$ cat src/hw/fault_ctl_pkg.sv
// Package: register map, field layouts and carrier structs for the fault and control bank
package fault_ctl_pkg;

    // Register byte addresses (one aligned word each)
    localparam logic [7:0] ADDR_STATUS    = 8'h00;
    localparam logic [7:0] ADDR_SYSCTL    = 8'h04;
    localparam logic [7:0] ADDR_BIAS      = 8'h08;
    localparam logic [7:0] ADDR_EXCITE    = 8'h0c;
    localparam logic [7:0] ADDR_REFCTL    = 8'h10;
    localparam logic [7:0] ADDR_GPIO_CFG  = 8'h14;
    localparam logic [7:0] ADDR_GPIO_DATA = 8'h18;
    localparam logic [7:0] ADDR_EFFECT    = 8'h1c;

    // Status byte fields
    localparam int ST_POR     = 7;
    localparam int ST_RDY_N   = 6;
    localparam int ST_P_HIGH  = 5;
    localparam int ST_P_LOW   = 4;
    localparam int ST_N_HIGH  = 3;
    localparam int ST_N_LOW   = 2;
    localparam int ST_REF_LOW = 1;
    localparam int ST_REF_3RD = 0;

    // System control fields: monitor select [2:0], status append [3]
    localparam int SC_APPEND = 3;

    // System monitor select codes
    localparam logic [2:0] MON_NONE    = 3'h0;
    localparam logic [2:0] MON_MID     = 3'h1;
    localparam logic [2:0] MON_TEMP    = 3'h2;
    localparam logic [2:0] MON_AVDD    = 3'h3;
    localparam logic [2:0] MON_IOVDD   = 3'h4;
    localparam logic [2:0] MON_BO_0P2  = 3'h5;
    localparam logic [2:0] MON_BO_1    = 3'h6;
    localparam logic [2:0] MON_BO_10   = 3'h7;

    // Bias register: level [7], enables [6:0] for inputs 0..5 and common
    localparam int BIAS_LEVEL = 7;
    localparam int BIAS_PINS  = 7;

    // Excitation register: switch close [7], rail monitor enable [6]
    localparam int EX_SWITCH = 7;
    localparam int EX_RAIL   = 6;

    // Reference control: enable [1:0], pull-together resistor [2]
    localparam int RC_PULL = 2;

    // Effect register bits: power-down command [0]
    localparam int EF_POWER_DOWN = 0;

    localparam logic [7:0] STATUS_RESET = 8'hc0;
    localparam logic [1:0] RESP_OKAY    = 2'h0;
    localparam logic [1:0] RESP_SLVERR  = 2'h2;
    localparam int         GPIO_PINS    = 4;

    // Analog side controls driven out of the block
    typedef struct packed {
        logic       bias_level_twelfth;
        logic [6:0] bias_pin_enable;
        logic       inputs_disconnect;
        logic       gain_force_unity;
        logic [1:0] burnout_current;
        logic       burnout_route;
        logic       rail_monitor_enable;
        logic [1:0] ref_monitor_enable;
        logic       ref_pull_together;
        logic       low_side_switch_close;
    } analog_ctl_s;

    // Comparator levels seen during a conversion
    typedef struct packed {
        logic pos_high;
        logic pos_low;
        logic neg_high;
        logic neg_low;
        logic ref_low;
        logic ref_third;
    } monitor_raw_s;

endpackage : fault_ctl_pkg

$ cat src/hw/fault_ctl_bank.sv
// Fault status, monitor select, bias, GPIO and switch control register bank
module fault_ctl_bank
    import fault_ctl_pkg::*;
#(
    parameter int PINS = GPIO_PINS
) (
    // Clock and reset
    input  wire logic              aclk,
    input  wire logic              aresetn,
    // AXI4-Lite write address and data
    input  wire logic [7:0]        s_axi_awaddr,
    input  wire logic              s_axi_awvalid,
    output logic                   s_axi_awready,
    input  wire logic [31:0]       s_axi_wdata,
    input  wire logic [3:0]        s_axi_wstrb,
    input  wire logic              s_axi_wvalid,
    output logic                   s_axi_wready,
    // AXI4-Lite write response
    output logic [1:0]             s_axi_bresp,
    output logic                   s_axi_bvalid,
    input  wire logic              s_axi_bready,
    // AXI4-Lite read
    input  wire logic [7:0]        s_axi_araddr,
    input  wire logic              s_axi_arvalid,
    output logic                   s_axi_arready,
    output logic [31:0]            s_axi_rdata,
    output logic [1:0]             s_axi_rresp,
    output logic                   s_axi_rvalid,
    input  wire logic              s_axi_rready,
    // Conversion engine status
    input  wire logic              startup_done,
    input  wire logic              conv_start,
    input  wire logic              data_ready_n,
    input  wire logic              power_down_command,
    input  wire logic              data_read_start,
    input  wire logic              amp_bypass,
    // Monitor comparators
    input  wire monitor_raw_s      monitor_raw,
    // Shared GPIO pins
    input  wire logic [PINS-1:0]   gpio_in,
    output logic      [PINS-1:0]   gpio_out,
    output logic      [PINS-1:0]   gpio_oe,
    output logic      [PINS-1:0]   pin_function_select,
    // Analog controls and status prefix
    output analog_ctl_s            analog_ctl,
    output logic                   status_append_enable,
    output logic                   prefix_valid,
    output logic [7:0]             prefix_byte
);

    initial begin
        if (PINS != GPIO_PINS) $error("fault_ctl_bank serves exactly four pins");
    end

    // Register state
    logic [7:0]      sysctl, next_sysctl;
    logic [7:0]      bias, next_bias;
    logic [7:0]      excite, next_excite;
    logic [7:0]      refctl, next_refctl;
    logic [PINS-1:0] gpio_cfg, next_gpio_cfg;
    logic [PINS-1:0] gpio_dir, next_gpio_dir;
    logic [PINS-1:0] gpio_dat, next_gpio_dat;
    logic            por_flag, next_por_flag;
    logic            ready_n, next_ready_n;
    logic            data_ready_n_d, next_data_ready_n_d;
    // Bus handshake and status prefix state
    logic            aw_held, next_aw_held;
    logic            w_held, next_w_held;
    logic [7:0]      aw_addr, next_aw_addr;
    logic [31:0]     w_data, next_w_data;
    logic [3:0]      w_strb, next_w_strb;
    logic            bvalid, next_bvalid;
    logic [1:0]      bresp, next_bresp;
    logic            rvalid, next_rvalid;
    logic [31:0]     rdata, next_rdata;
    logic [1:0]      rresp, next_rresp;
    logic [7:0]      prefix, next_prefix;
    logic            pvalid, next_pvalid;

    logic [5:0]      flags;
    logic [5:0]      fault_en;
    logic            conv_end;
    logic            do_write;
    logic [7:0]      status_byte;
    logic [2:0]      mon_sel;

    assign mon_sel = sysctl[2:0];
    // Conversion completes on the falling edge of the active-low ready
    assign conv_end = data_ready_n_d & ~data_ready_n;

    // Rail bits from excitation enable, reference bits from two-bit field
    assign fault_en = {{4{excite[EX_RAIL]}}, refctl[1], refctl[0]};

    // Monitor levels latched per conversion, published at its end
    fault_latch #(
        .WIDTH(6)
    ) u_fault_latch (
        .aclk        (aclk),
        .aresetn     (aresetn),
        .conv_start  (conv_start),
        .conv_end    (conv_end),
        .fault_in    (monitor_raw),
        .fault_enable(fault_en),
        .flags       (flags)
    );

    // Status byte assembly
    assign status_byte = {por_flag, ready_n, flags};

    // Write taken once both address and data are held
    assign do_write = aw_held & w_held & ~bvalid;

    // Next-state logic for bus and registers
    always_comb begin
        next_aw_held  = aw_held;
        next_w_held   = w_held;
        next_aw_addr  = aw_addr;
        next_w_data   = w_data;
        next_w_strb   = w_strb;
        next_bvalid   = bvalid;
        next_bresp    = bresp;
        next_rvalid   = rvalid;
        next_rdata    = rdata;
        next_rresp    = rresp;
        next_sysctl   = sysctl;
        next_bias     = bias;
        next_excite   = excite;
        next_refctl   = refctl;
        next_gpio_cfg = gpio_cfg;
        next_gpio_dir = gpio_dir;
        next_gpio_dat = gpio_dat;
        next_por_flag = por_flag;
        next_ready_n  = ~startup_done;
        next_data_ready_n_d   = data_ready_n;
        next_prefix   = prefix;
        next_pvalid   = 1'b0;

        if (s_axi_awvalid && s_axi_awready) begin
            next_aw_held = 1'b1;
            next_aw_addr = s_axi_awaddr;
        end
        if (s_axi_wvalid && s_axi_wready) begin
            next_w_held = 1'b1;
            next_w_data = s_axi_wdata;
            next_w_strb = s_axi_wstrb;
        end
        if (bvalid && s_axi_bready) begin
            next_bvalid = 1'b0;
        end

        // Input pins reflect level, output pins keep written value
        for (int i = 0; i < PINS; i++) begin
            if (!gpio_dir[i]) begin
                next_gpio_dat[i] = gpio_in[i];
            end
        end

        if (do_write) begin
            next_aw_held = 1'b0;
            next_w_held  = 1'b0;
            next_bvalid  = 1'b1;
            next_bresp   = RESP_OKAY;
            if (w_strb[0]) begin
                unique case (aw_addr)
                    ADDR_STATUS: begin
                        // Only a zero write clears power-on flag
                        if (!w_data[ST_POR]) next_por_flag = 1'b0;
                    end
                    ADDR_SYSCTL:    next_sysctl = w_data[7:0];
                    ADDR_BIAS:      next_bias = w_data[7:0];
                    ADDR_EXCITE:    next_excite = w_data[7:0];
                    ADDR_REFCTL:    next_refctl = w_data[7:0];
                    ADDR_GPIO_CFG:  next_gpio_cfg = w_data[PINS-1:0];
                    ADDR_GPIO_DATA: begin
                        next_gpio_dir = w_data[2*PINS-1:PINS];
                        for (int i = 0; i < PINS; i++) begin
                            if (w_data[PINS+i]) next_gpio_dat[i] = w_data[i];
                        end
                    end
                    ADDR_EFFECT: begin
                        if (w_data[EF_POWER_DOWN]) next_excite[EX_SWITCH] = 1'b0;
                    end
                    default:        next_bresp = RESP_SLVERR;
                endcase
            end
            if (!(aw_addr inside {ADDR_STATUS, ADDR_SYSCTL, ADDR_BIAS, ADDR_EXCITE,
                                  ADDR_REFCTL, ADDR_GPIO_CFG, ADDR_GPIO_DATA,
                                  ADDR_EFFECT})) begin
                next_bresp = RESP_SLVERR;
            end
        end

        // Pin power-down command opens the switch
        if (power_down_command) begin
            next_excite[EX_SWITCH] = 1'b0;
        end

        if (rvalid && s_axi_rready) begin
            next_rvalid = 1'b0;
        end
        // Reads have no side effect on any flag
        if (s_axi_arvalid && s_axi_arready) begin
            next_rvalid = 1'b1;
            next_rresp  = RESP_OKAY;
            next_rdata  = '0;
            unique case (s_axi_araddr)
                ADDR_STATUS:    next_rdata[7:0] = status_byte;
                ADDR_SYSCTL:    next_rdata[7:0] = sysctl;
                ADDR_BIAS:      next_rdata[7:0] = bias;
                ADDR_EXCITE:    next_rdata[7:0] = excite;
                ADDR_REFCTL:    next_rdata[7:0] = refctl;
                ADDR_GPIO_CFG:  next_rdata[PINS-1:0] = gpio_cfg;
                ADDR_GPIO_DATA: next_rdata[2*PINS-1:0] = {gpio_dir, gpio_dat};
                ADDR_EFFECT:    next_rdata = '0;
                default:        next_rresp = RESP_SLVERR;
            endcase
        end

        // Status prefix for a conversion data read
        if (data_read_start && sysctl[SC_APPEND]) begin
            next_prefix = status_byte;
            next_pvalid = 1'b1;
        end
    end

    // Register all state
    always_ff @(posedge aclk) begin
        if (!aresetn) begin
            aw_held  <= 1'b0;
            w_held   <= 1'b0;
            aw_addr  <= '0;
            w_data   <= '0;
            w_strb   <= '0;
            bvalid   <= 1'b0;
            bresp    <= RESP_OKAY;
            rvalid   <= 1'b0;
            rdata    <= '0;
            rresp    <= RESP_OKAY;
            sysctl   <= '0;
            bias     <= '0;
            excite   <= '0;
            refctl   <= '0;
            gpio_cfg <= '0;
            gpio_dir <= '0;
            gpio_dat <= '0;
            por_flag <= STATUS_RESET[ST_POR];
            ready_n  <= STATUS_RESET[ST_RDY_N];
            data_ready_n_d   <= 1'b1;
            prefix   <= '0;
            pvalid   <= 1'b0;
        end else begin
            aw_held  <= next_aw_held;
            w_held   <= next_w_held;
            aw_addr  <= next_aw_addr;
            w_data   <= next_w_data;
            w_strb   <= next_w_strb;
            bvalid   <= next_bvalid;
            bresp    <= next_bresp;
            rvalid   <= next_rvalid;
            rdata    <= next_rdata;
            rresp    <= next_rresp;
            sysctl   <= next_sysctl;
            bias     <= next_bias;
            excite   <= next_excite;
            refctl   <= next_refctl;
            gpio_cfg <= next_gpio_cfg;
            gpio_dir <= next_gpio_dir;
            gpio_dat <= next_gpio_dat;
            por_flag <= next_por_flag;
            ready_n  <= next_ready_n;
            data_ready_n_d   <= next_data_ready_n_d;
            prefix   <= next_prefix;
            pvalid   <= next_pvalid;
        end
    end

    // Bus handshake outputs
    assign s_axi_awready = ~aw_held;
    assign s_axi_wready  = ~w_held;
    assign s_axi_bvalid  = bvalid;
    assign s_axi_bresp   = bresp;
    assign s_axi_arready = ~rvalid;
    assign s_axi_rvalid  = rvalid;
    assign s_axi_rdata   = rdata;
    assign s_axi_rresp   = rresp;

    // GPIO pins
    assign pin_function_select = gpio_cfg;
    assign gpio_out = gpio_dat;
    assign gpio_oe  = gpio_cfg & gpio_dir;

    // Analog control decode
    always_comb begin
        analog_ctl                       = '0;
        analog_ctl.bias_level_twelfth    = bias[BIAS_LEVEL];
        analog_ctl.bias_pin_enable       = bias[BIAS_PINS-1:0];
        analog_ctl.inputs_disconnect     = (mon_sel == MON_AVDD) || (mon_sel == MON_IOVDD);
        analog_ctl.gain_force_unity      = analog_ctl.inputs_disconnect;
        unique case (mon_sel)
            MON_BO_0P2: analog_ctl.burnout_current = 2'h1;
            MON_BO_1:   analog_ctl.burnout_current = 2'h2;
            MON_BO_10:  analog_ctl.burnout_current = 2'h3;
            default:    analog_ctl.burnout_current = 2'h0;
        endcase
        analog_ctl.burnout_route         = analog_ctl.burnout_current != 2'h0;
        analog_ctl.rail_monitor_enable   = excite[EX_RAIL] & (amp_bypass | 1'b1);
        analog_ctl.ref_monitor_enable    = refctl[1:0];
        analog_ctl.ref_pull_together     = refctl[RC_PULL];
        analog_ctl.low_side_switch_close = excite[EX_SWITCH];
    end

    assign status_append_enable = sysctl[SC_APPEND];
    assign prefix_valid         = pvalid;
    assign prefix_byte          = prefix;

endmodule : fault_ctl_bank

$ cat src/hw/fault_latch.sv
// Conversion-window fault latch with end-of-conversion update
module fault_latch
    import fault_ctl_pkg::*;
#(
    parameter int WIDTH = 6
) (
    // Clock and reset
    input  wire logic             aclk,
    input  wire logic             aresetn,
    // Conversion framing
    input  wire logic             conv_start,
    input  wire logic             conv_end,
    // Fault levels and enables
    input  wire logic [WIDTH-1:0] fault_in,
    input  wire logic [WIDTH-1:0] fault_enable,
    // Published flags
    output logic      [WIDTH-1:0] flags
);

    initial begin
        if (WIDTH < 1) $error("fault_latch WIDTH must be positive");
    end

    logic [WIDTH-1:0] seen;
    logic [WIDTH-1:0] next_seen;
    logic [WIDTH-1:0] next_flags;

    // Accumulate during conversion, publish and restart at its end
    always_comb begin
        next_seen  = seen | (fault_in & fault_enable);
        next_flags = flags;
        if (conv_end) begin
            next_flags = next_seen;
            next_seen  = '0;
        end else if (conv_start) begin
            next_seen = fault_in & fault_enable;
        end
    end

    // Register latch state
    always_ff @(posedge aclk) begin
        if (!aresetn) begin
            seen  <= '0;
            flags <= '0;
        end else begin
            seen  <= next_seen;
            flags <= next_flags;
        end
    end

endmodule : fault_latch

$ cat config.mk
export PLATFORM = sky130hd
export DESIGN_NAME = fault_ctl_bank
export DESIGN_NICKNAME = d
export VERILOG_FILES = /design/src/hw/fault_ctl_pkg.sv /design/src/hw/fault_ctl_bank.sv /design/src/hw/fault_latch.sv
export SDC_FILE = /design/constraint.sdc
export NUM_CORES = 1
export LEC_CHECK = 0
export ABC_AREA = 1
export BUFFER_PORTS_ARGS = -buffer_cell sky130_fd_sc_hd__buf_2
export CAP_MARGIN = 20
export CELL_PAD_IN_SITES_DETAIL_PLACEMENT = 1
export CELL_PAD_IN_SITES_GLOBAL_PLACEMENT = 1
export CORE_ASPECT_RATIO = 1.1
export CORE_MARGIN = 2
export CORE_UTILIZATION = 35
export DETAILED_ROUTE_END_ITERATION = 7
export PLACE_DENSITY = 0.85
export SKIP_LAST_GASP = 1
export SLEW_MARGIN = 25
export SYNTH_ARGS = -nofsm -noshare
export SYNTH_HDL_FRONTEND = slang
export SYNTH_HIERARCHICAL = 1
export SYNTH_SLANG_ARGS = --single-unit
$ cat constraint.sdc
create_clock -name aclk -period 1.81 [get_ports aclk]
set_clock_uncertainty 0.1 [all_clocks]
set_input_delay 0 -clock aclk [delete_from_list [all_inputs] [get_ports aclk]]
set_output_delay 0 -clock aclk [all_outputs]
set_load 0.01 [all_outputs]
==> impl_summary.txt, run 1 <==
----------------------------------------------------
[Global routing]
  Number of global-route vias before repair ... 4,812
  Total GRT Usage ... 21.12%
  Global-route wire length before repair ... 23,580 um
  Initial antenna violation count ... 0
  Global route total overflow ... 0
  Largest net degree at the start of global routing ... 47

[STA]
  Headroom to the max-slew limit ... 66.32%
  Unrepaired setup endpoints after global routing ... false
  PnR worst setup slack ... 0.1256 ns
  Final setup violation count ... 0
  Ratio of final minimum period to clock period ... 93.06%
  Setup TNS ... 0 ns
  Shortest clock period the worst path allows after layout ... 1.684 ns
  Max frequency ... 0.5937 GHz
  Number of hold-slack violations in the final timing report ... 0
  Actual slew at the worst max-slew pin ... 0.5034 ns
  Number of max-slew violations in the final report ... 0

[Logic synthesis]
  Synth Warn # ... 6
  Largest family of logic cells by synthesized area ... simple AND/OR/NAND/NOR gates
  Synthesized-area fraction occupied by adder cells ... 0%
  FF+latch count, synth ... 99
  Seq/Total Area, Yosys ... 43.27%
  Synth unique cells ... 34
  Cell type contributing the most total cell area after synthesis ... sky130_fd_sc_hd__dfxtp_1
  Xor/xnor share of the synthesized area ... 0%
  Cell count after synthesis ... 614
  Synth Area in Simple Gates ... 22.64%
  Compound-Gate Fraction of Synth Area ... 19.04%
  Synth top area share ... 43.27%
  Mean area per synthesized cell ... 7.460 um2
  Mux cell area share after synthesis ... 0.8741%
  Netlist area before placement ... 0.004581 mm2
  Leading cell types by total area after synthesis ... sky130_fd_sc_hd__dfxtp_1 (43%), sky130_fd_sc_hd__nand2_1 (7.8%), sky130_fd_sc_hd__a21oi_1 (7.0%)

[Placed design]
  Total half-perimeter wirelength after legalization and detailed placement ... 10,140 um
  Minimum setup slack after placement ... 0.1542 ns
  RD Place Congestion ... 0.8081
  IO Port Bufs ... 101

[Critical path]
  Type of destination of the critical path ... flip-flop
  R2R Path End ... gpio_out[3]
  Largest stage delay on the critical path ... 0.36 ns
  Data required time of the critical path ... 1.99 ns
  Family with the most delay on the worst path ... simple AND/OR/NAND/NOR gates
  CP Launch Type ... flip-flop
  Critical path data arrival time ... 1.86 ns
  Reg2Reg Setup Slack ... 0.13 ns
  Critical path buffers and inverters ... 1
  Critical setup path kind ... flip-flop to flip-flop
  Critical path fanouts, max ... 5
  Critical Path Most Common Cell ... sky130_fd_sc_hd__nand2_1
  Startpoint of the worst-slack reg-to-reg timing path ... w_held
  Highest-delay cell along the critical path ... sky130_fd_sc_hd__dfxtp_1
  Worst reg-to-reg path cell count ... 10
  List of cells traversed by the critical path ... inv_2 > nor2_4 > nand2_4 > nor2_8 > nand3_4 > nor2_4 > nand2_1 > nand2_1 > nand2_1 > nor2_1

[Floorplan]
  Area of the placeable core ... 0.01270 mm2
  Starting utilization of the core area ... 36.08%
  Die Footprint ... 0.01402 mm2
  Vertical die dimension ... 124.0 um
  Die X ... 113.1 um
  Number of I/O pins ... 156
  Rows ... 43

[Routing]
  DR pass1 iterations ... 6
  Initial detailed-routing violation count ... 275
  Wire length per cell after detailed routing ... 16.04 um
  Detailed-route wire length ... 14,670 um
  Remaining antenna violation count after routing ... 0
  # DRC ... 7
  Via count ... 4,506
  Detail-routed via count per cell ... 4.930

[Power and ir drop]
  Power share of the clock group ... 39.9%
  Register share of total power ... 49.4%
  Total power per unit cell area ... 794.8 mW/mm2
  Sw Pwr ... 1.191 mW
  Leakage ... 2.797 nW
  Net Sw Frac ... 25.75%
  Cell-internal power ... 3.436 mW
  Highest ir drop seen on vdd ... 0.4447 mV
  Comb power frac ... 10.7%

[CTS]
  Later-pin clock latency in the skew report ... 0.35 ns
  Cell at the root of the clock tree ... sky130_fd_sc_hd__clkbuf_16
  Number of clock sinks seen by CTS ... 99
  Total of cells resized after clock tree synthesis ... 0
  Number of buffers added by the clock tree synthesis step ... 9
  Clock tree from TritonCTS ... built
  Max Buffers Root-to-Sink ... 2
  CTS clock-pin slew for the worst setup and hold paths ... 0.07 ns
  # H-tree levels ... 3

[Cells and area]
  Layout cell share with drive strength beyond 1 ... 21.14%
  Number of nets in the layout ... 827
  Ant. Diodes ... 0
  Filler Cells Inserted ... 1,622
  Area of combinational cells with multiple inputs ... 0.002047 mm2
  Area delta synth->final ... 27.10%
  FF+latch area ... 0.001982 mm2

[Flow run]
  Max-cap viol count ... 0

[Hold path]
  Hold Path Origin ... aresetn
  WHS Path Cells ... 3
  Path category of the worst min-delay check ... input port to flip-flop
  Worst hold endpoint ... s_axi_rvalid

[Outcome]
  Violations in the final reports ... DRC
  Status ... finished with violations

----------------------------------------------------
## registers in the layout, indices dropped and copies added (netlist names)
register and cells:
bias 8, u_fault_latch/seen 6, prefix_valid 1, w_held 1, w_strb 1, s_axi_rvalid 1, refctl 8, prefix_byte 8
por_flag 1, w_data 8, u_fault_latch/flags 6, s_axi_bvalid 1, s_axi_rresp 1, gpio_dir 4, ready_n 1, pin_function_select 4
aw_addr 8, s_axi_rdata 8, s_axi_bresp 1, excite 8, data_ready_n_d 1, sysctl 8, aw_held 1, gpio_out 4
## cell families after synthesis
family,Yosys count
mux,4
flops,99
buf+inv,124
other cells,1
simple gates,227
compound gates,159
## layer usage
metal | vias up | routed length [um] | track usage, %
li1 | 2211 | - | -
met1 | 2170 | 6155 | 24.76
met2 | 113 | 7758 | 39.45
met3 | 12 | 582 | 3.552
met4 | 0 | 169 | 6.479
met5 | - | 0 | 0
## cell usage after synthesis, drive strengths merged
master and instances:
dfxtp 99, nand3 40, mux2i 4, conb 1, clkbuf 10, a211oi 7
nand2 98, nor2 83, buf 45, or2 1, and2 2, a31oi 1
o21ai 75, o21a 3, a21oi 71, inv 69, nand4 3, o211ai 2
## per-stage QoR
step / area (um2) / cells / utilization, % / power [mW] / hold WS, ns
2_1_floorplan: 4674 / 639 / - / 2.635 / -0.03806
3_3_place_gp: 5065 / 852 / 39.89 / 2.730 / 0.07345
3_5_place_dp: 5065 / 852 / 39.89 / 2.755 / 0.07663
6_report: 5822 / 914 / 45.85 / 4.627 / 0.07342
4_1_cts: 5767 / 910 / 45.42 / 4.630 / 0.05673
5_1_grt: 5822 / 914 / 45.85 / 4.800 / 0.08520
## power groups by stage
stage	Combinational [mW]	Sequential, mW	Clock [mW]
3_3_place_gp	0.401	2.33	0
3_5_place_dp	0.421	2.33	0
6_report	0.494	2.29	1.85
2_1_floorplan	0.305	2.33	0
4_1_cts	0.486	2.28	1.86
5_1_grt	0.546	2.29	1.96
## area by class of cell
class | instances | area share, %
repair buffers | 157 | 18.14
well taps | 157 | 3.374
clock buffers | 13 | 4.470
clock inverters | 3 | 0.3654
flip-flops and latches | 99 | 34.04
multi-input cells | 416 | 35.16
inverters | 69 | 4.449
## worst min-delay path, cell delays in order
cell and delay (ns):
sky130_fd_sc_hd__buf_2 0.12, sky130_fd_sc_hd__buf_4 0.21, sky130_fd_sc_hd__o21a_1 0.13
## worst max-delay path by stage
stage                       startpoint     endpoint  slack, ns  depth (start not counted)
after CTS                   aw_addr[0]    excite[2]       0.06                          7
after global placement      aw_addr[0]    sysctl[3]       0.28                          5
final                           w_held  gpio_out[3]       0.13                         10
after global routing            w_held  gpio_out[3]      0.006                         10
after floorplan           s_axi_bvalid    refctl[6]       0.39                          8
after detailed placement    aw_addr[0]    excite[2]       0.15                          7
## what timing repair did
item                       in CTS  in global routing
setup endpoints to repair       0                  4
hold endpoints to repair       45                  0
hold buffers                   42                  0
buffers inserted                0                  4
## cell usage in the layout (no fill, tap or decap), types with 3 or more instances in the layout
| cell | Yosys | layout |
|---|---|---|
| sky130_fd_sc_hd__a211oi_1 | 4 | 4 |
| sky130_fd_sc_hd__buf_4 | 35 | 12 |
| sky130_fd_sc_hd__o21ai_1 | 10 | 10 |
| sky130_fd_sc_hd__inv_1 | 67 | 67 |
| sky130_fd_sc_hd__dlygate4sd3_1 | 0 | 42 |
| sky130_fd_sc_hd__nor2_1 | 70 | 70 |
| sky130_fd_sc_hd__nand4_1 | 3 | 3 |
| sky130_fd_sc_hd__conb_1 | 1 | 26 |
| sky130_fd_sc_hd__o21ai_0 | 64 | 64 |
| sky130_fd_sc_hd__nand2_1 | 95 | 95 |
| sky130_fd_sc_hd__nand3_1 | 39 | 39 |
| sky130_fd_sc_hd__o21a_1 | 3 | 3 |
| sky130_fd_sc_hd__dfxtp_1 | 99 | 99 |
| sky130_fd_sc_hd__buf_2 | 4 | 101 |
| sky130_fd_sc_hd__a21oi_1 | 64 | 64 |
| sky130_fd_sc_hd__nor2_2 | 5 | 5 |
| sky130_fd_sc_hd__nor2_4 | 6 | 6 |
| sky130_fd_sc_hd__clkbuf_16 | 0 | 9 |
| sky130_fd_sc_hd__a21oi_2 | 7 | 7 |
| sky130_fd_sc_hd__a211oi_2 | 3 | 3 |
| sky130_fd_sc_hd__mux2i_1 | 4 | 4 |
Power figures use the tool's default switching activity.
==> run 2, diff against run 1 <==
--- a/config.mk
+++ b/config.mk
@@ -12,9 +12,9 @@
 export CELL_PAD_IN_SITES_GLOBAL_PLACEMENT = 1
 export CORE_ASPECT_RATIO = 1.1
 export CORE_MARGIN = 2
-export CORE_UTILIZATION = 35
+export CORE_UTILIZATION = 25
 export DETAILED_ROUTE_END_ITERATION = 7
-export PLACE_DENSITY = 0.85
+export PLACE_DENSITY = 0.66
 export SKIP_LAST_GASP = 1
 export SLEW_MARGIN = 25
 export SYNTH_ARGS = -nofsm -noshare
==> run 2 against run 1 <==
Net effect:
- the flow now finishes without violations
- global-route usage fell by 6.2 points
- sequential power barely moved
- core utilization fell by 12 points
- combinational power rose by 1%
- count of clock-buffer cells in the layout fell by 4
- fmax rose by 1.6%
- critical path type unchanged
- cell count rose by 8.8%
- largest power group is now clock
- total power rose by 11%
- final area rose by 3.1%
- sequential share of layout area fell by 1.0 points
==> impl_summary.txt, run 2 (synthesis gave the netlist of run 1 again) <==
----------------------------------------------------
[CTS]
  # H-tree levels ... 3 (unchanged)
  Number of clock sinks seen by CTS ... 99 (unchanged)
  Later-pin clock latency in the skew report ... 0.35 ns (about the same)
  Clock tree from TritonCTS ... built (unchanged)
  Post-cts hold buffer count ... 42 (unchanged)
  Total of cells resized after clock tree synthesis ... 0 (unchanged)
  Max Buffers Root-to-Sink ... 2 (unchanged)
  CTS clock-pin slew for the worst setup and hold paths ... 0.07 ns (about the same)
  Cell at the root of the clock tree ... sky130_fd_sc_hd__clkbuf_16 (unchanged)
  Number of buffers added by the clock tree synthesis step ... 9 (unchanged)
  Setup Fix Bufs, Post-CTS ... 0 (unchanged)

[Power and ir drop]
  Total power per unit cell area ... 856.2 mW/mm2 (was 794.8 mW/mm2)
  Sw Pwr ... 1.217 mW (was 1.191 mW)
  Highest ir drop seen on vdd ... 0.3934 mV (was 0.4447 mV)
  Power share of the clock group ... 45.9% (was 39.9%)
  Cell-internal power ... 3.925 mW (was 3.436 mW)
  Register share of total power ... 44.3% (was 49.4%)
  Net Sw Frac ... 23.66% (was 25.75%)
  Leakage ... 2.837 nW (was 2.797 nW)
  Power after layout ... 5.141 mW (was 4.627 mW)
  Comb power frac ... 9.7% (was 10.7%)

[Critical path]
  Critical path fanouts, max ... 16 (was 5)
  Critical setup path kind ... flip-flop to flip-flop (unchanged)
  Type of destination of the critical path ... flip-flop (unchanged)
  Critical path launch point ... aw_addr[0] (was w_held)
  Worst reg-to-reg path cell count ... 5 (was 10)
  R2R Path End ... bias[1] (was gpio_out[3])
  Reg2Reg Setup Slack ... 0.15 ns (was 0.13 ns)
  Data required time of the critical path ... 1.99 ns (about the same)
  Startpoint of the worst-slack reg-to-reg timing path ... aw_addr[0] (was w_held)
  Critical path data arrival time ... 1.84 ns (was 1.86 ns)
  CP Launch Type ... flip-flop (unchanged)

[Routing]
  DR pass1 iterations ... 4 (was 6)
  Remaining antenna violation count after routing ... 0 (unchanged)
  Via count ... 4,388 (was 4,506)
  Detailed-route wire length ... 14,280 um (was 14,670 um)
  Detail-routed via count per cell ... 4.414 (was 4.930)
  Wire length per cell after detailed routing ... 14.36 um (was 16.04 um)
  # DRC ... 0 (was 7)
  Initial detailed-routing violation count ... 135 (was 275)

[Floorplan]
  Die X ... 133.1 um (was 113.1 um)
  Vertical die dimension ... 146.0 um (was 124.0 um)
  Die Footprint ... 0.01942 mm2 (was 0.01402 mm2)
  Rows ... 51 (was 43)
  Starting utilization of the core area ... 25.73% (was 36.08%)
  Area of the placeable core ... 0.01780 mm2 (was 0.01270 mm2)
  Number of I/O pins ... 156 (unchanged)

[Global routing]
  Initial antenna violation count ... 0 (unchanged)
  Busiest grt layer ... met2 (unchanged)
  Total GRT Usage ... 14.93% (was 21.12%)
  Number of global-route vias before repair ... 4,377 (was 4,812)
  Met2 Usage GRT ... 25.49% (was 39.45%)
  Met3 demand-to-capacity share in global routing ... 2.438% (was 3.552%)
  Global route total overflow ... 0 (unchanged)
  Global-route wire length before repair ... 23,080 um (was 23,580 um)
  Largest net degree at the start of global routing ... 74 (was 47)
  M1 GR Usage ... 19.44% (was 24.76%)

[Cells and area]
  Commonest non-fill, non-tap cell in the layout ... sky130_fd_sc_hd__buf_2 (unchanged)
  Filler Cells Inserted ... 2,213 (was 1,622)
  Layout cell share with drive strength beyond 1 ... 21.30% (was 21.14%)
  Ant. Diodes ... 0 (unchanged)
  Area delta synth->final ... 31.08% (was 27.10%)
  Final standard cell utilization of the core ... 33.73% (was 45.85%)
  Finished Cell Area ... 0.006005 mm2 (was 0.005822 mm2)
  Number of nets in the layout ... 827 (unchanged)
  Commonest cells after routing, fill and taps aside ... sky130_fd_sc_hd__buf_2 (101), sky130_fd_sc_hd__dfxtp_1 (99), sky130_fd_sc_hd__nand2_1 (95), sky130_fd_sc_hd__nor2_1 (70), sky130_fd_sc_hd__inv_1 (67) (unchanged)

[STA]
  Smallest hold slack ... 0.02942 ns (was 0.07342 ns)
  Setup TNS ... 0 ns (unchanged)
  Final setup violation count ... 0 (unchanged)
  Number of max-slew violations in the final report ... 0 (unchanged)
  Shortest clock period the worst path allows after layout ... 1.658 ns (was 1.684 ns)
  Headroom to the max-slew limit ... 58.02% (was 66.32%)
  Number of hold-slack violations in the final timing report ... 0 (unchanged)
  Unrepaired setup endpoints after global routing ... false (unchanged)
  Actual slew at the worst max-slew pin ... 0.6290 ns (was 0.5034 ns)
  Ratio of final minimum period to clock period ... 91.61% (was 93.06%)
  Max frequency ... 0.6031 GHz (was 0.5937 GHz)

[Placed design]
  IO Port Bufs ... 101 (unchanged)
  Total half-perimeter wirelength after legalization and detailed placement ... 10,230 um (was 10,140 um)
  RD Place Congestion ... 0.7367 (was 0.8081)
  Cell Area, Placed ... 0.005221 mm2 (was 0.005065 mm2)

[Hold path]
  WHS Path Cells ... 3 (unchanged)
  Worst hold endpoint ... ready_n (was s_axi_rvalid)
  Path category of the worst min-delay check ... input port to flip-flop (unchanged)
  Hold Path Origin ... aresetn (unchanged)

[Flow run]
  Max-cap viol count ... 0 (unchanged)

[Outcome]
  Status ... finished clean (was finished with violations)

----------------------------------------------------
## run 2: how the worst max path moves through the flow
stage,slack (ns),cells past startpoint,to
4_1_cts,0.12,5,sysctl[1]
3_5_place_dp,0.14,5,sysctl[1]
5_1_grt,0.01,5,bias[6]
2_1_floorplan,0.39,8,refctl[6]
6_report,0.15,5,bias[1]
3_3_place_gp,0.22,5,bias[1]
## run 2: critical path, cell delays in order, from the launching register on
cell,delay (ns)
sky130_fd_sc_hd__dfxtp_1,0.32
sky130_fd_sc_hd__nor2_2,0.22
sky130_fd_sc_hd__nand3_1,0.24
sky130_fd_sc_hd__nor2_4,0.41
sky130_fd_sc_hd__o21ai_0,0.16
sky130_fd_sc_hd__a21oi_1,0.13
## run 2: cell type report
type | count | area (um2) | area share, %
multi-input cells | 416 | 2047 | 34.09
flip-flops and latches | 99 | 1982 | 33.01
repair buffers | 157 | 1056 | 17.59
clock inverters | 6 | 137.6 | 2.292
well taps | 238 | 297.8 | 4.959
inverters | 69 | 259.0 | 4.313
clock buffers | 9 | 225.2 | 3.751
## run 2: stage by stage
stage	setup WS [ns]	std cells
CTS	0.1170	994
finish	0.1519	994
global placement	0.2174	937
detailed placement	0.1431	937
global route	0.01024	994
floorplan	0.3899	639
## run 2: metal layers
metal | wire length (um) | vias up
li1 | - | 2212
met1 | 6681 | 2063
met2 | 6851 | 102
met3 | 582 | 11
met4 | 160 | 0
met5 | 0 | -
## run 2: power by group through the flow
stage          combinational (mW)  clock (mW)  sequential, mW
3_3_place_gp                0.437           0            2.33
5_1_grt                     0.559        2.52            2.29
4_1_cts                     0.503        2.43            2.28
3_5_place_dp                0.442           0            2.33
6_report                    0.499        2.36            2.28
2_1_floorplan               0.305           0            2.33
==> run 3, diff against run 2 <==
--- a/config.mk
+++ b/config.mk
@@ -10,7 +10,7 @@
 export CAP_MARGIN = 20
 export CELL_PAD_IN_SITES_DETAIL_PLACEMENT = 1
 export CELL_PAD_IN_SITES_GLOBAL_PLACEMENT = 1
-export CORE_ASPECT_RATIO = 1.1
+export CORE_ASPECT_RATIO = 0.7
 export CORE_MARGIN = 2
 export CORE_UTILIZATION = 25
 export DETAILED_ROUTE_END_ITERATION = 7
==> run 3 against run 2 <==
Net effect:
- sequential power barely moved
- cell count decreased by 0.10%
- die area about the same
- worst hold slack improved by 0.19 ns
- via count fell by 1.7%
- final area down 1.3%
- register-to-register slack better by 0.04 ns
- clock power decreased by 17%
- largest cell class unchanged
- highest routed layer unchanged
==> impl_summary.txt, run 3 (synthesis gave the netlist of run 1 again) <==
----------------------------------------------------
[Outcome]
  Status ... finished clean (unchanged)

[Cells and area]
  Number of nets in the layout ... 827 (unchanged)
  Area delta synth->final ... 29.42% (was 31.08%)
  Filler Cells Inserted ... 2,248 (was 2,213)
  Ant. Diodes ... 0 (unchanged)
  Commonest non-fill, non-tap cell in the layout ... sky130_fd_sc_hd__buf_2 (unchanged)
  Commonest cells after routing, fill and taps aside ... sky130_fd_sc_hd__buf_2 (101), sky130_fd_sc_hd__dfxtp_1 (99), sky130_fd_sc_hd__nand2_1 (95), sky130_fd_sc_hd__nor2_1 (70), sky130_fd_sc_hd__inv_1 (67) (unchanged)
  Layout cell share with drive strength beyond 1 ... 21.53% (was 21.30%)
  Final instance count without filler cells ... 993 (was 994)

[Power and ir drop]
  Cell-internal power ... 3.546 mW (was 3.925 mW)
  Register share of total power ... 48.2% (was 44.3%)
  Net Sw Frac ... 25.16% (was 23.66%)
  Power after layout ... 4.739 mW (was 5.141 mW)
  Highest ir drop seen on vdd ... 0.4126 mV (was 0.3934 mV)
  Power share of the clock group ... 41.2% (was 45.9%)
  Comb power frac ... 10.6% (was 9.7%)
  Leakage ... 2.787 nW (was 2.837 nW)
  Total power per unit cell area ... 799.4 mW/mm2 (was 856.2 mW/mm2)
  Sw Pwr ... 1.193 mW (was 1.217 mW)

[Critical path]
  Critical path launch point ... aw_addr[0] (unchanged)
  Reg2Reg Setup Slack ... 0.19 ns (was 0.15 ns)
  Largest stage delay on the critical path ... 0.38 ns (was 0.41 ns)
  Startpoint of the worst-slack reg-to-reg timing path ... aw_addr[0] (unchanged)
  CP Launch Type ... flip-flop (unchanged)
  Worst reg-to-reg path cell count ... 5 (unchanged)
  Highest-delay cell along the critical path ... sky130_fd_sc_hd__nor2_4 (unchanged)
  Data required time of the critical path ... 1.99 ns (about the same)
  R2R Path End ... sysctl[5] (was bias[1])
  Critical path fanouts, max ... 16 (unchanged)
  Critical path data arrival time ... 1.80 ns (was 1.84 ns)
  Destination of the critical timing path ... sysctl[5] (was bias[1])
  Type of destination of the critical path ... flip-flop (unchanged)
  Critical setup path kind ... flip-flop to flip-flop (unchanged)
  List of cells traversed by the critical path ... nor2_2 > nand3_1 > nor2_4 > o21ai_0 > a21oi_1 (unchanged)

[Floorplan]
  Area of the placeable core ... 0.01801 mm2 (was 0.01780 mm2)
  Rows ... 41 (was 51)
  Starting utilization of the core area ... 25.44% (was 25.73%)
  Vertical die dimension ... 117.3 um (was 146.0 um)
  Die Footprint ... 0.01944 mm2 (was 0.01942 mm2)
  Number of I/O pins ... 156 (unchanged)
  Die X ... 165.8 um (was 133.1 um)

[Placed design]
  Total half-perimeter wirelength after legalization and detailed placement ... 10,460 um (was 10,230 um)
  IO Port Bufs ... 101 (unchanged)
  DP Cell Count ... 937 (unchanged)
  RD Place Congestion ... 0.7584 (was 0.7367)

[Global routing]
  Initial antenna violation count ... 0 (unchanged)
  Total GRT Usage ... 14.92% (was 14.93%)
  Number of global-route vias before repair ... 4,184 (was 4,377)
  Largest net degree at the start of global routing ... 49 (was 74)
  Global route total overflow ... 0 (unchanged)
  Global-route wire length before repair ... 22,580 um (was 23,080 um)

[Routing]
  DR pass1 iterations ... 7 (was 4)
  Remaining antenna violation count after routing ... 0 (unchanged)
  # DRC ... 0 (unchanged)
  Via count ... 4,314 (was 4,388)
  Detail-routed via count per cell ... 4.344 (was 4.414)
  Initial detailed-routing violation count ... 203 (was 135)
  Wire length per cell after detailed routing ... 14.30 um (was 14.36 um)
  Detailed-route wire length ... 14,200 um (was 14,280 um)

[Flow run]
  Max-cap viol count ... 0 (unchanged)

[STA]
  Max frequency ... 0.6186 GHz (was 0.6031 GHz)
  Number of hold-slack violations in the final timing report ... 0 (unchanged)
  Actual slew at the worst max-slew pin ... 0.5071 ns (was 0.6290 ns)
  Final setup violation count ... 0 (unchanged)
  Ratio of final minimum period to clock period ... 89.32% (was 91.61%)
  Shortest clock period the worst path allows after layout ... 1.617 ns (was 1.658 ns)
  Headroom to the max-slew limit ... 66.15% (was 58.02%)
  Number of max-slew violations in the final report ... 0 (unchanged)
  Setup TNS ... 0 ns (unchanged)
  Unrepaired setup endpoints after global routing ... false (unchanged)

[CTS]
  Number of clock sinks seen by CTS ... 99 (unchanged)
  Number of buffers added by the clock tree synthesis step ... 9 (unchanged)
  Total of cells resized after clock tree synthesis ... 0 (unchanged)
  # H-tree levels ... 3 (unchanged)
  CTS clock-pin slew for the worst setup and hold paths ... 0.07 ns (about the same)
  Clock tree from TritonCTS ... built (unchanged)
  Later-pin clock latency in the skew report ... 0.35 ns (about the same)
  Cell at the root of the clock tree ... sky130_fd_sc_hd__clkbuf_16 (unchanged)
  Max Buffers Root-to-Sink ... 2 (unchanged)

[Hold path]
  Path category of the worst min-delay check ... input port to flip-flop (unchanged)

----------------------------------------------------
==> run 3: cell types whose count changed in the layout (fill, tap and decap cells not counted), sizes merged <==
cell | previous run | this run
buf | 115 | 118
clkbuf | 9 | 12
bufinv | 4 | 1
clkinvlp | 0 | 2
dlygate4sd3 | 42 | 39
inv | 70 | 69
==> run 3: power by group through the flow <==
| stage | Sequential [mW] | Clock (mW) | Combinational [mW] |
|---|---|---|---|
| global placement | 2.33 | 0 | 0.436 |
| floorplan | 2.33 | 0 | 0.305 |
| finish | 2.28 | 1.95 | 0.504 |
| global route | 2.29 | 2.11 | 0.567 |
| detailed placement | 2.33 | 0 | 0.440 |
| CTS | 2.28 | 2.03 | 0.507 |
==> run 3: worst min path at each step <==
stage | startpoint | end | cells past startpoint
global placement | startup_done | ready_n | 2
global route | s_axi_araddr[3] | s_axi_rresp[1] | 7
CTS | s_axi_araddr[3] | s_axi_rresp[1] | 7
finish | s_axi_araddr[3] | s_axi_rresp[1] | 7
detailed placement | startup_done | ready_n | 2
floorplan | startup_done | ready_n | 1
==> run 3: area by class of cell <==
cell class                 instances  area (um2)  area share, %
clock buffer                      12       246.5          4.158
clock inverter                     4       50.05         0.8442
tap                              236       295.3          4.981
timing repair buffer             157        1049          17.69
inverter                          69       259.0          4.369
multi-input combinational        416        2047          34.53
sequential                        99        1982          33.43
==> run 3: metrics by stage <==
| step | worst slack [ns] | instance area (um2) | hold WS (ns) | util (%) |
|---|---|---|---|---|
| after floorplan | 0.3899 | 4674 | -0.03806 | - |
| after global placement | 0.2368 | 5221 | 0.07592 | 29.00 |
| after detailed placement | 0.1336 | 5221 | 0.07260 | 29.00 |
| after CTS | 0.1201 | 5908 | 0.2013 | 32.81 |
| after global routing | 0.01231 | 5928 | 0.2601 | 32.92 |
| final | 0.1934 | 5928 | 0.2178 | 32.92 |
==> run 3: repair_timing <==
action / CTS / global route
endpoints found under the setup margin: 0 / 2
setup buffers: 0 / 1
hold endpoints to repair: 49 / 0
hold buffers: 39 / 0
==> run 3: metal layers <==
layer	track usage, %	vias up	share of wire, %
met5	0	-	0
met4	4.464	0	1.1
met3	3.295	9	4.3
met2	23.62	90	44
met1	20.52	2010	50
li1	-	2205	-
==> run 3: worst max-delay path: cells and delay by family (launching register included) <==
kind             cells  cell delay, ns
flip-flops           1            0.31
AND/OR/NAND/NOR      3            0.84
AO/OA/AOI/OAI        2            0.29
